==> src/common/lvt_pkg.sv <==
// Constants for the vertical timing and retrace interrupt block
package lvt_pkg;

  // ****************************************
  // Widths
  // ****************************************
  localparam int unsigned LVT_LINE_W = 10;
  localparam int unsigned LVT_ALT_W  = 5;
  localparam int unsigned LVT_ADDR_W = 12;
  localparam int unsigned LVT_REG_W  = 16;

  // ****************************************
  // Register byte offsets
  // ****************************************
  localparam logic [11:0] LVT_OFS_DISP = 12'h000;
  localparam logic [11:0] LVT_OFS_SYNC = 12'h004;
  localparam logic [11:0] LVT_OFS_IRQ  = 12'h008;
  localparam logic [11:0] LVT_OFS_STAT = 12'h00C;

  // ****************************************
  // Field positions
  // ****************************************
  localparam int unsigned LVT_DISP_LSB     = 0;
  localparam int unsigned LVT_POS_LSB      = 0;
  localparam int unsigned LVT_ALT_LSB      = 11;
  localparam int unsigned LVT_IRQ_EN_BIT   = 0;
  localparam int unsigned LVT_IRQ_FLAG_BIT = 1;
  localparam int unsigned LVT_STAT_LINE_LSB = 0;
  localparam int unsigned LVT_STAT_RETR_BIT = 16;
  localparam int unsigned LVT_STAT_ALT_BIT  = 17;
  localparam int unsigned LVT_STAT_FRM_BIT  = 18;

  // ****************************************
  // Writable masks and reset values
  // ****************************************
  localparam logic [15:0] LVT_DISP_MASK = 16'h03FF;
  localparam logic [15:0] LVT_SYNC_MASK = 16'hFBFF;
  localparam logic [15:0] LVT_DISP_RST  = 16'h0000;
  localparam logic [15:0] LVT_SYNC_RST  = 16'h0000;
  localparam logic        LVT_EN_RST    = 1'b0;

endpackage

==> src/common/lvt_line_if.sv <==
// Line timing signals shared between the top and its generators
interface lvt_line_if #(
  parameter int unsigned LINE_W = lvt_pkg::LVT_LINE_W,
  parameter int unsigned ALT_W  = lvt_pkg::LVT_ALT_W
);
  logic              tick;
  logic              soft_clr;
  logic [LINE_W-1:0] line_idx;
  logic [LINE_W-1:0] frame_pos;
  logic [ALT_W-1:0]  alt_count;

  modport ctl (
    output tick,
    output soft_clr,
    output line_idx,
    output frame_pos,
    output alt_count
  );

  modport gen (
    input tick,
    input soft_clr,
    input line_idx,
    input frame_pos,
    input alt_count
  );
endinterface

==> src/rtl/lvt_alt_gen.sv <==
// Drive alternation generator counting line ticks
module lvt_alt_gen #(
  parameter int unsigned LINE_W = lvt_pkg::LVT_LINE_W,
  parameter int unsigned ALT_W  = lvt_pkg::LVT_ALT_W
) (
  input  wire logic clk_i,
  input  wire logic rst_b_i,
  lvt_line_if.gen   line_if,
  output logic      alt_o
);

  typedef struct packed {
    logic [ALT_W-1:0] cnt;
    logic             lvl;
  } lvt_alt_state_t;

  lvt_alt_state_t s_reg;
  lvt_alt_state_t s_next;

  always_comb begin
    s_next = s_reg;
    if (line_if.soft_clr) begin
      s_next = '0;
    end else if (line_if.tick) begin
      // Every tick counts, emitted on the pins or not
      if (s_reg.cnt >= line_if.alt_count) begin
        s_next.cnt = '0;
        s_next.lvl = ~s_reg.lvl;
      end else begin
        s_next.cnt = s_reg.cnt + 1'b1;
      end
    end
  end

  always_ff @(posedge clk_i or negedge rst_b_i) begin
    if (!rst_b_i) begin
      s_reg <= '0;
    end else begin
      s_reg <= s_next;
    end
  end

  assign alt_o = s_reg.lvl;

endmodule

==> src/rtl/lvt_frame_gen.sv <==
// Frame start pulse generator, one line wide
module lvt_frame_gen #(
  parameter int unsigned LINE_W = lvt_pkg::LVT_LINE_W,
  parameter int unsigned ALT_W  = lvt_pkg::LVT_ALT_W
) (
  input  wire logic clk_i,
  input  wire logic rst_b_i,
  lvt_line_if.gen   line_if,
  output logic      frame_o
);

  typedef struct packed {
    logic pulse;
  } lvt_frm_state_t;

  lvt_frm_state_t s_reg;
  lvt_frm_state_t s_next;

  always_comb begin
    s_next = s_reg;
    if (line_if.soft_clr) begin
      s_next.pulse = 1'b0;
    end else begin
      // Line index only moves on a tick, so high for one whole line
      s_next.pulse = (line_if.line_idx == line_if.frame_pos);
    end
  end

  always_ff @(posedge clk_i or negedge rst_b_i) begin
    if (!rst_b_i) begin
      s_reg <= '0;
    end else begin
      s_reg <= s_next;
    end
  end

  assign frame_o = s_reg.pulse;

endmodule

==> src/rtl/lvt_vertical_timing.sv <==
// Vertical timing, alternation, frame pulse and retrace interrupt with APB registers
module lvt_vertical_timing #(
  parameter int unsigned LINE_W = lvt_pkg::LVT_LINE_W,
  parameter int unsigned ALT_W  = lvt_pkg::LVT_ALT_W
) (
  input  wire logic                            clk_i,
  input  wire logic                            rst_b_i,
  input  wire logic                            manual_rst_i,
  input  wire logic                            line_tick_i,
  input  wire logic [LINE_W-1:0]               vtotal_i,
  input  wire logic                            retrace_line_pulse_select_i,
  input  wire logic                            psel_i,
  input  wire logic                            penable_i,
  input  wire logic                            pwrite_i,
  input  wire logic [lvt_pkg::LVT_ADDR_W-1:0]  paddr_i,
  input  wire logic [31:0]                     pwdata_i,
  output logic [31:0]                          prdata_o,
  output logic                                 pready_o,
  output logic                                 pslverr_o,
  output logic                                 line_pulse_o,
  output logic                                 frame_start_pulse_o,
  output logic                                 alternation_o,
  output logic                                 retrace_o,
  output logic                                 retrace_irq_o
);

  // ****************************************
  // State
  // ****************************************
  typedef struct packed {
    logic [15:0]       disp;
    logic [15:0]       sync;
    logic              irq_en;
    logic              irq_flag;
    logic [LINE_W-1:0] line;
    logic              retrace;
    logic              lpulse;
    logic              ack;
    logic              err;
    logic [31:0]       rdata;
  } lvt_top_state_t;

  lvt_top_state_t s_reg;
  lvt_top_state_t s_next;

  lvt_line_if #(
    .LINE_W (LINE_W),
    .ALT_W  (ALT_W)
  ) line_if ();

  logic frame_w;
  logic alt_w;

  // ****************************************
  // Decode helpers
  // ****************************************
  function automatic logic lvt_mapped(input logic [lvt_pkg::LVT_ADDR_W-1:0] a);
    logic hit;
    hit = 1'b0;
    if (a == lvt_pkg::LVT_OFS_DISP) begin
      hit = 1'b1;
    end else if (a == lvt_pkg::LVT_OFS_SYNC) begin
      hit = 1'b1;
    end else if (a == lvt_pkg::LVT_OFS_IRQ) begin
      hit = 1'b1;
    end else if (a == lvt_pkg::LVT_OFS_STAT) begin
      hit = 1'b1;
    end
    return hit;
  endfunction

  function automatic logic lvt_is(input logic [lvt_pkg::LVT_ADDR_W-1:0] a,
                                  input logic [lvt_pkg::LVT_ADDR_W-1:0] ofs);
    return (a == ofs);
  endfunction

  // ****************************************
  // Derived timing fields
  // ****************************************
  logic [LINE_W-1:0] disp_lines;
  logic [LINE_W-1:0] frame_pos;
  logic [ALT_W-1:0]  alt_count;
  logic              last_line;
  logic              retrace_start;
  logic              apb_access;
  logic              apb_commit;
  logic              wr_commit;

  assign disp_lines = s_reg.disp[lvt_pkg::LVT_DISP_LSB +: LINE_W];
  assign frame_pos  = s_reg.sync[lvt_pkg::LVT_POS_LSB +: LINE_W];
  assign alt_count  = s_reg.sync[lvt_pkg::LVT_ALT_LSB +: ALT_W];

  // Counter runs 0..total, wraps past the last line
  assign last_line = (s_reg.line >= vtotal_i);

  // Entering the line after the last display line; none if display equals total
  assign retrace_start = line_tick_i && (s_reg.line == disp_lines) &&
                         (disp_lines < vtotal_i);

  // ****************************************
  // APB phases
  // ****************************************
  assign apb_access = psel_i && penable_i;
  // One wait state: data captured first access cycle, released on the second
  assign apb_commit = apb_access && s_reg.ack;
  assign wr_commit  = apb_commit && pwrite_i;

  // ****************************************
  // Read mux
  // ****************************************
  function automatic logic [31:0] lvt_read(input logic [lvt_pkg::LVT_ADDR_W-1:0] a,
                                           input lvt_top_state_t st,
                                           input logic frm,
                                           input logic alt);
    logic [31:0] d;
    d = 32'h0000_0000;
    if (lvt_is(a, lvt_pkg::LVT_OFS_DISP)) begin
      d[15:0] = st.disp & lvt_pkg::LVT_DISP_MASK;
    end else if (lvt_is(a, lvt_pkg::LVT_OFS_SYNC)) begin
      d[15:0] = st.sync & lvt_pkg::LVT_SYNC_MASK;
    end else if (lvt_is(a, lvt_pkg::LVT_OFS_IRQ)) begin
      d[lvt_pkg::LVT_IRQ_EN_BIT]   = st.irq_en;
      d[lvt_pkg::LVT_IRQ_FLAG_BIT] = 1'b0;
    end else if (lvt_is(a, lvt_pkg::LVT_OFS_STAT)) begin
      d[lvt_pkg::LVT_STAT_LINE_LSB +: LINE_W] = st.line;
      d[lvt_pkg::LVT_STAT_RETR_BIT]           = st.retrace;
      d[lvt_pkg::LVT_STAT_ALT_BIT]            = alt;
      d[lvt_pkg::LVT_STAT_FRM_BIT]            = frm;
    end
    return d;
  endfunction

  // ****************************************
  // Next state
  // ****************************************
  always_comb begin
    s_next = s_reg;

    // Bus handshake
    s_next.ack = 1'b0;
    if (apb_access && !s_reg.ack) begin
      s_next.ack   = 1'b1;
      s_next.err   = !lvt_mapped(paddr_i);
      s_next.rdata = pwrite_i ? 32'h0000_0000 : lvt_read(paddr_i, s_reg, frame_w, alt_w);
    end else if (apb_commit) begin
      s_next.err   = 1'b0;
      s_next.rdata = 32'h0000_0000;
    end

    // Register writes; contents assumed stable while displaying
    if (wr_commit && lvt_is(paddr_i, lvt_pkg::LVT_OFS_DISP)) begin
      s_next.disp = pwdata_i[15:0] & lvt_pkg::LVT_DISP_MASK;
    end else if (wr_commit && lvt_is(paddr_i, lvt_pkg::LVT_OFS_SYNC)) begin
      s_next.sync = pwdata_i[15:0] & lvt_pkg::LVT_SYNC_MASK;
    end else if (wr_commit && lvt_is(paddr_i, lvt_pkg::LVT_OFS_IRQ)) begin
      s_next.irq_en = pwdata_i[lvt_pkg::LVT_IRQ_EN_BIT];
    end

    // Flag: cleared by any write to its register, a new set wins
    if (wr_commit && lvt_is(paddr_i, lvt_pkg::LVT_OFS_IRQ)) begin
      s_next.irq_flag = 1'b0;
    end
    if (retrace_start) begin
      s_next.irq_flag = 1'b1;
    end

    // Line counter and retrace window
    s_next.lpulse = 1'b0;
    if (line_tick_i) begin
      s_next.lpulse = !s_reg.retrace || retrace_line_pulse_select_i;
      if (last_line) begin
        s_next.line    = '0;
        s_next.retrace = 1'b0;
      end else begin
        s_next.line = s_reg.line + 1'b1;
      end
      if (retrace_start) begin
        s_next.retrace = 1'b1;
      end
    end

    // Manual reset: timing and flag restart, registers and enable stay
    if (manual_rst_i) begin
      s_next.irq_flag = 1'b0;
      s_next.line     = '0;
      s_next.retrace  = 1'b0;
      s_next.lpulse   = 1'b0;
      s_next.disp     = s_reg.disp;
      s_next.sync     = s_reg.sync;
      s_next.irq_en   = s_reg.irq_en;
    end
  end

  // ****************************************
  // State register
  // ****************************************
  always_ff @(posedge clk_i or negedge rst_b_i) begin
    if (!rst_b_i) begin
      s_reg          <= '0;
      s_reg.disp     <= lvt_pkg::LVT_DISP_RST;
      s_reg.sync     <= lvt_pkg::LVT_SYNC_RST;
      s_reg.irq_en   <= lvt_pkg::LVT_EN_RST;
    end else begin
      s_reg <= s_next;
    end
  end

  // ****************************************
  // Generators
  // ****************************************
  assign line_if.tick      = line_tick_i;
  assign line_if.soft_clr  = manual_rst_i;
  assign line_if.line_idx  = s_reg.line;
  assign line_if.frame_pos = frame_pos;
  assign line_if.alt_count = alt_count;

  lvt_alt_gen #(
    .LINE_W (LINE_W),
    .ALT_W  (ALT_W)
  ) u_alt (
    .clk_i   (clk_i),
    .rst_b_i (rst_b_i),
    .line_if (line_if),
    .alt_o   (alt_w)
  );

  lvt_frame_gen #(
    .LINE_W (LINE_W),
    .ALT_W  (ALT_W)
  ) u_frame (
    .clk_i   (clk_i),
    .rst_b_i (rst_b_i),
    .line_if (line_if),
    .frame_o (frame_w)
  );

  // ****************************************
  // Outputs
  // ****************************************
  assign prdata_o            = s_reg.rdata;
  assign pready_o            = s_reg.ack;
  assign pslverr_o           = s_reg.ack && s_reg.err;
  assign line_pulse_o        = s_reg.lpulse;
  assign frame_start_pulse_o = frame_w;
  assign alternation_o       = alt_w;
  assign retrace_o           = s_reg.retrace;
  assign retrace_irq_o       = s_reg.irq_flag && s_reg.irq_en;

endmodule

==> config.mk <==
export PLATFORM = sky130hd
export DESIGN_NAME = lvt_vertical_timing
export DESIGN_NICKNAME = d
export VERILOG_FILES = /design/src/common/lvt_pkg.sv /design/src/common/lvt_line_if.sv /design/src/rtl/lvt_alt_gen.sv /design/src/rtl/lvt_frame_gen.sv /design/src/rtl/lvt_vertical_timing.sv
export SDC_FILE = /design/constraint.sdc
export NUM_CORES = 1
export LEC_CHECK = 0
export BUFFER_PORTS_ARGS = -buffer_cell sky130_fd_sc_hd__buf_4
export CORE_MARGIN = 2
export CORE_UTILIZATION = 49
export DETAILED_ROUTE_END_ITERATION = 12
export PLACE_DENSITY = 0.77
export REMOVE_ABC_BUFFERS = 1
export SETUP_SLACK_MARGIN = 0.15
export SLEW_MARGIN = 10
export SYNTH_ARGS = -nofsm -noshare
export SYNTH_HDL_FRONTEND = slang
export SYNTH_SLANG_ARGS = --single-unit
==> constraint.sdc <==
create_clock -name clk_i -period 1.8 [get_ports clk_i]
set_input_delay 0.09 -clock clk_i [delete_from_list [all_inputs] [get_ports clk_i]]
set_output_delay 0.09 -clock clk_i [all_outputs]
set_load 0.02 [all_outputs]
==> results of run 1 <==
==> metal layers <==
layer	share of wire	up-vias	track usage
li1	-	1647	-
met1	0.40	1808	0.323
met2	0.50	201	0.438
met3	0.071	34	0.0466
met4	0.029	0	0.131
met5	0	-	0
==> cell usage after synthesis (8+ instances only) <==
cell and n:
mux2_4 10, o31ai_1 15, dfrtp_1 66, inv_1 22, xor2_1 10, nor2_1 24
mux2_2 17, nand2_1 51, o21ai_0 15, a22o_1 11, a21oi_1 8, clkbuf_1 21
ha_1 26, buf_4 32, xnor2_1 14, nand3_1 11
==> worst min-delay path, delay by kind of cell <==
kind | cells | cell delay [ps]
AOI/OAI and AO/OA | 1 | 60
buffers and inverters | 1 | 150
and+or+nand+nor | 1 | 90
==> path summary, 6_finish.rpt <==
kind,startpoint,endpoint,slack [ps]
setup / recovery,u_alt.s_reg[1],u_alt.s_reg[4],-100
hold / removal,line_tick_i,line_if.line_idx[0],80
setup reg to reg,u_alt.s_reg[1],u_alt.s_reg[4],-100
hold reg to reg,prdata_o[0],prdata_o[0],500
max in group asynchronous,rst_b_i,retrace_o,1030
min in group asynchronous,rst_b_i,line_if.line_idx[1],220
==> cell type report <==
cell class	count	area (µm²)	area share
clock buffers	9	124	0.0218
repair buffers	140	1150	0.203
inverters	22	82.6	0.0146
multi-input cells	292	2450	0.433
well taps	105	131	0.0232
flip-flops and latches	66	1650	0.291
clock inverters	7	76.3	0.0135
==> what timing repair did <==
action,CTS,global route
buffers inserted,3,5
gates cloned,2,0
hold buffers,18,0
setup endpoints to repair,32,40
resized for setup,41,32
pin swaps,29,16
endpoints found under the hold margin,56,0
==> logic make-up after synthesis <==
family,count (synthesis),share of synthesized area
AND/OR/NAND/NOR,127,0.150
XOR/XNOR,24,0.0512
AO/OA/AOI/OAI,71,0.122
flip-flops,66,0.402
other,1,0.000913
buffers and inverters,78,0.107
multiplexers,29,0.0880
adder cells (fa/ha/maj),26,0.0792
==> per-stage QoR <==
stage                     std cells  total power [mW]  hold WS (ps)  cell area, µm²
after global routing            641              3.40          65.1            5670
after CTS                       636              3.25          59.3            5460
after global placement          597              1.91          59.2            4810
final                           641              3.28          78.3            5670
after detailed placement        597              1.91          64.4            4810
after floorplan                 379              1.69          -206            3800
==> power by group <==
group          switching, mW  total [mW]  internal [mW]
registers             0.0172        1.52           1.50
logic                  0.251       0.447          0.196
clock network          0.663        1.31          0.649
total                  0.931        3.28           2.35
==> out/summary.txt, run 1 <==
outcome -> finished, violations left
failing checks -> setup timing
mean routed wirelength per cell -> 19.0 µm
largest net degree at the start of global routing -> 37
FFs w/ async S/R, synth -> 1.00
synth top area cells -> dfrtp_1, ha_1, buf_4, nand2_1, mux2_2
number of flip-flops in the largest register -> 18
Area Overhead vs Synth -> 38.0%
layout cells sized above 1 -> 0.405
DIE WIDTH -> 95.6 µm
antenna violations before repair -> 0
Post-route DRC -> 0
Final Cycle Share -> 1.05
die area -> 0.00913 mm²
placement row count -> 33
RSZ-0062 raised after global routing -> true
CTS tree -> yes
worst skew pair latency -> 350 ps
min Tclk post-route -> 1900 ps
Die H -> 95.6 µm
number of top-level pins -> 101
pwr/cell area -> 578 mW/mm²
mapped cell area -> 0.00411 mm²
Critical Path Sink Type -> flip-flop
clock root buffer master -> clkbuf_8
Primary FF master, synth -> dfrtp_1
Overall Global Routing Usage -> 0.261
Max Buffers Root-to-Sink -> 2
worst vdd ir -> 0.000414 V
Iteration-0 DRC Markers -> 232
vias in the first global route -> 3,658
core area -> 0.00818 mm²
number of vias per cell -> 5.76
Leak -> 2.84 nW
most frequent cells in the layout -> buf_4, dfrtp_1, nand2_1
final setup vio count -> 11
filler instances -> 561
gpl congestion -> 0.959
Synth top area share -> 0.402
number of synthesized flops with an enable pin -> 0
clk_skew -> 8.38 ps
max incr delay on CP -> 370 ps
critical-path cell list -> inv_2, ha_4, nand2b_4, a211oi_4, o31ai_4, a211oi_2, buf_4, a221o_1
routed wire length -> 12.2 mm
crit path kind -> reg2reg
Critical Path Start Type -> flip-flop
Top delay family on crit path -> compound AO/OA/AOI/OAI gates
port bufs -> 69
largest area contributor in the synthesized netlist -> dfrtp_1
ant diodes -> 0
grt ovf -> 0
R2R cell count -> 8
vias -> 3,690
Bufs and invs on worst path -> 2
total CTS buffers -> 9
syn avg cell area -> 9.74 µm²
Nets -> 619
final hold viol count -> 0
fmax -> 528 MHz
max-cap viol count -> 0
commonest non-fill, non-tap cell in the layout -> buf_4
Crit path arrival time -> 2130 ps
worst slack, placed -> -251 ps
H-Tree Depth -> 3
critical path fanouts, max -> 5
final worst slack -> -95.3 ps
Yosys Warn Count -> 0
sequential-to-total area share from yosys stat -> 0.402
Tightest Hold Check Type -> in2reg
Worst Path Required -> 2040 ps
Clock Pin Slew Worst Setup and Hold Paths -> 80 ps
initial cell density of the core -> 0.503
hold depth -> 3
measured slew at the worst slew-check pin -> 571 ps
first-pass GRT wire length -> 17.9 mm
Slowest-stage cell, CP -> dfrtp_1
Worst path depth -> 8
final setup TNS -> -439 ps
Num Clock Sinks -> 66
Final HPWL DP -> 7.71 mm
Rel. slew slack -> 0.619
Yosys reg bits -> 66
Yosys cell types -> 46
final-report max-slew violation count -> 0
Layout Utilization -> 0.694
post-route ant nets -> 0
1st-pass router iterations -> 5
Syn Inst Count -> 422
Note: power is estimated with default switching activity, not from simulation.
==> inputs of run 2 (changes only) <==
--- a/config.mk
+++ b/config.mk
@@ -7,9 +7,11 @@
 export LEC_CHECK = 0
 export BUFFER_PORTS_ARGS = -buffer_cell sky130_fd_sc_hd__buf_4
 export CORE_MARGIN = 2
-export CORE_UTILIZATION = 49
+export CORE_UTILIZATION = 50
+export CTS_BUF_LIST = sky130_fd_sc_hd__clkbuf_4 sky130_fd_sc_hd__clkbuf_8
 export DETAILED_ROUTE_END_ITERATION = 12
-export PLACE_DENSITY = 0.77
+export GPL_TIMING_DRIVEN = 0
+export PLACE_DENSITY = 0.79
 export REMOVE_ABC_BUFFERS = 1
 export SETUP_SLACK_MARGIN = 0.15
 export SLEW_MARGIN = 10
==> out/summary.txt, run 2 (synthesis gave the netlist of run 1 again) <==
1st-pass router iterations -> 6 (+1)
max incr delay on CP -> 460 ps (+90 ps)
gpl congestion -> 0.869 (-9.4%)
Max Buffers Root-to-Sink -> 2 (unchanged)
hold slack -> 33.0 ps (-45.4 ps)
Area Overhead vs Synth -> 36.4%
Critical Path Start Type -> flip-flop
Post-route DRC -> 0 (unchanged)
multi-input logic area -> 0.00258 mm² (+4.9%)
register area -> 0.00167 mm² (+0.99%)
number of top-level pins -> 101 (unchanged)
ant diodes -> 0 (unchanged)
most frequent cells in the layout -> buf_4, dfrtp_1, nand2_1
RSZ-0062 raised after global routing -> true
number of vias per cell -> 6.35 (+10%)
port bufs -> 69 (unchanged)
total CTS buffers -> 9 (unchanged)
final-report max-slew violation count -> 0 (unchanged)
R2R Setup Slk -> -180 ps (-90 ps)
worst vdd ir -> 0.000338 V (-18%)
measured slew at the worst slew-check pin -> 901 ps (+330 ps)
max-cap viol count -> 0 (unchanged)
largest net degree at the start of global routing -> 67 (+81%)
placement row count -> 33 (unchanged)
Overall Global Routing Usage -> 0.278 (+0.0163)
critical-path cell list -> ha_4, a21oi_2, nor2_4, a2111oi_4, buf_6, nand2_4, o31ai_2
Nets -> 594 (-4.0%)
Final HPWL DP -> 6.96 mm (-9.7%)
Crit path arrival time -> 2240 ps (+110 ps)
filler instances -> 520 (-7.3%)
die area -> 0.00896 mm² (-1.9%)
clk_skew -> 8.40 ps (+0.0205 ps)
Worst Path Required -> 2060 ps (+20 ps)
min Tclk post-route -> 1980 ps (+87.4 ps)
pwr/cell area -> 616 mW/mm² (+6.6%)
Setup crit end -> line_if.line_idx[8]
final hold viol count -> 0 (unchanged)
fmax -> 504 MHz (-4.4%)
Iteration-0 DRC Markers -> 378 (+63%)
commonest non-fill, non-tap cell in the layout -> buf_4
core area -> 0.00809 mm² (-1.0%)
crit path kind -> reg2reg
CTS tree -> yes
critical path fanouts, max -> 6 (+1)
R2R cell count -> 7 (-1)
mean routed wirelength per cell -> 22.3 µm (+18%)
Leak -> 2.73 nW (-3.8%)
DIE WIDTH -> 94.7 µm (-0.96%)
antenna violations before repair -> 0 (unchanged)
Num Clock Sinks -> 66 (unchanged)
layout cells sized above 1 -> 0.419 (+0.0139)
Final Cycle Share -> 1.10 (+0.0485)
Clock Pin Slew Worst Setup and Hold Paths -> 90 ps (about the same)
failing checks -> setup timing
initial cell density of the core -> 0.508 (+0.00513)
reg-to-reg critical path startpoint -> line_if.line_idx[7]
Rel. slew slack -> 0.397 (-0.222)
first-pass GRT wire length -> 18.6 mm (+4.1%)
grt ovf -> 0 (unchanged)
Die H -> 94.7 µm (-0.96%)
reg2reg end -> line_if.line_idx[8]
post-route ant nets -> 0 (unchanged)
number of flip-flops in the largest register -> 18 (unchanged)
Critical Path Sink Type -> flip-flop
CP startpoint -> line_if.line_idx[7]
vias -> 3,912 (+6.0%)
H-Tree Depth -> 3 (unchanged)
routed wire length -> 13.7 mm (+13%)
vias in the first global route -> 3,647 (-0.30%)
worst skew pair latency -> 360 ps (about the same)
Slowest-stage cell, CP -> dfrtp_2
clock root buffer master -> clkbuf_8
final setup vio count -> 15 (+4)
final worst slack -> -183 ps (-87.4 ps)
Tightest Hold Check Type -> in2reg
outcome -> finished, violations left
final setup TNS -> -1600 ps (-1170 ps)
[run 2: worst min path at each step]
| stage | startpoint | depth (start not counted) | slack [ps] | end |
|---|---|---|---|---|
| final | manual_rst_i | 2 | 30 | line_if.line_idx[0] |
| after global routing | manual_rst_i | 2 | 40 | line_if.line_idx[2] |
| after CTS | manual_rst_i | 2 | 30 | u_alt.alt_o |
| after detailed placement | rst_b_i | 1 | 250 | line_if.line_idx[1] |
| after global placement | rst_b_i | 1 | 240 | line_if.line_idx[1] |
| after floorplan | rst_b_i | 0 | -210 | alt_count[0] |
[run 2: timing repair]
| item | 4_1_cts | 5_1_grt |
|---|---|---|
| pin swaps | 34 | 18 |
| setup buffers | 22 | 6 |
| hold buffers | 17 | 0 |
| hold endpoints to repair | 91 | 0 |
| gates cloned | 1 | 0 |
| gates resized for setup | 56 | 46 |
| setup endpoints to repair | 53 | 31 |
[run 2: worst max-delay path, delay by kind of cell (launching register included)]
| family | cells | cell delay (ps) |
|---|---|---|
| compound gates | 3 | 850 |
| flops | 1 | 460 |
| fa+ha+maj | 1 | 240 |
| buf+inv | 1 | 200 |
| simple gates | 2 | 140 |
[run 2: power by group]
part           switching, mW  internal [mW]  total, mW
Sequential            0.0245           1.50       1.53
Clock                  0.690          0.793       1.48
Combinational          0.257          0.189      0.446
[run 2: stage by stage]
stage,cell area (µm²),setup WS (ps),std cells,power [mW],util
2_1_floorplan,3800,-1180,379,1.69,-
3_3_place_gp,4450,-1920,553,1.87,0.550
3_5_place_dp,4460,-604,554,1.88,0.551
4_1_cts,5320,-62.5,610,3.36,0.658
5_1_grt,5610,-232,616,3.55,0.693
6_report,5610,-183,616,3.45,0.693
[run 2: area by class of cell]
cell class              instances  area share
multi-input cells             292       0.459
flip-flops and latches         66       0.297
repair buffers                115       0.165
well taps                     105      0.0234
clock buffers                   9      0.0221
clock inverters                 7      0.0179
inverters                      22      0.0147
[run 2: per-layer routing]
metal / track usage / share of wire
met1: 0.330 / 0.35
met2: 0.467 / 0.48
met3: 0.0559 / 0.10
met4: 0.159 / 0.065
met5: 0 / 0
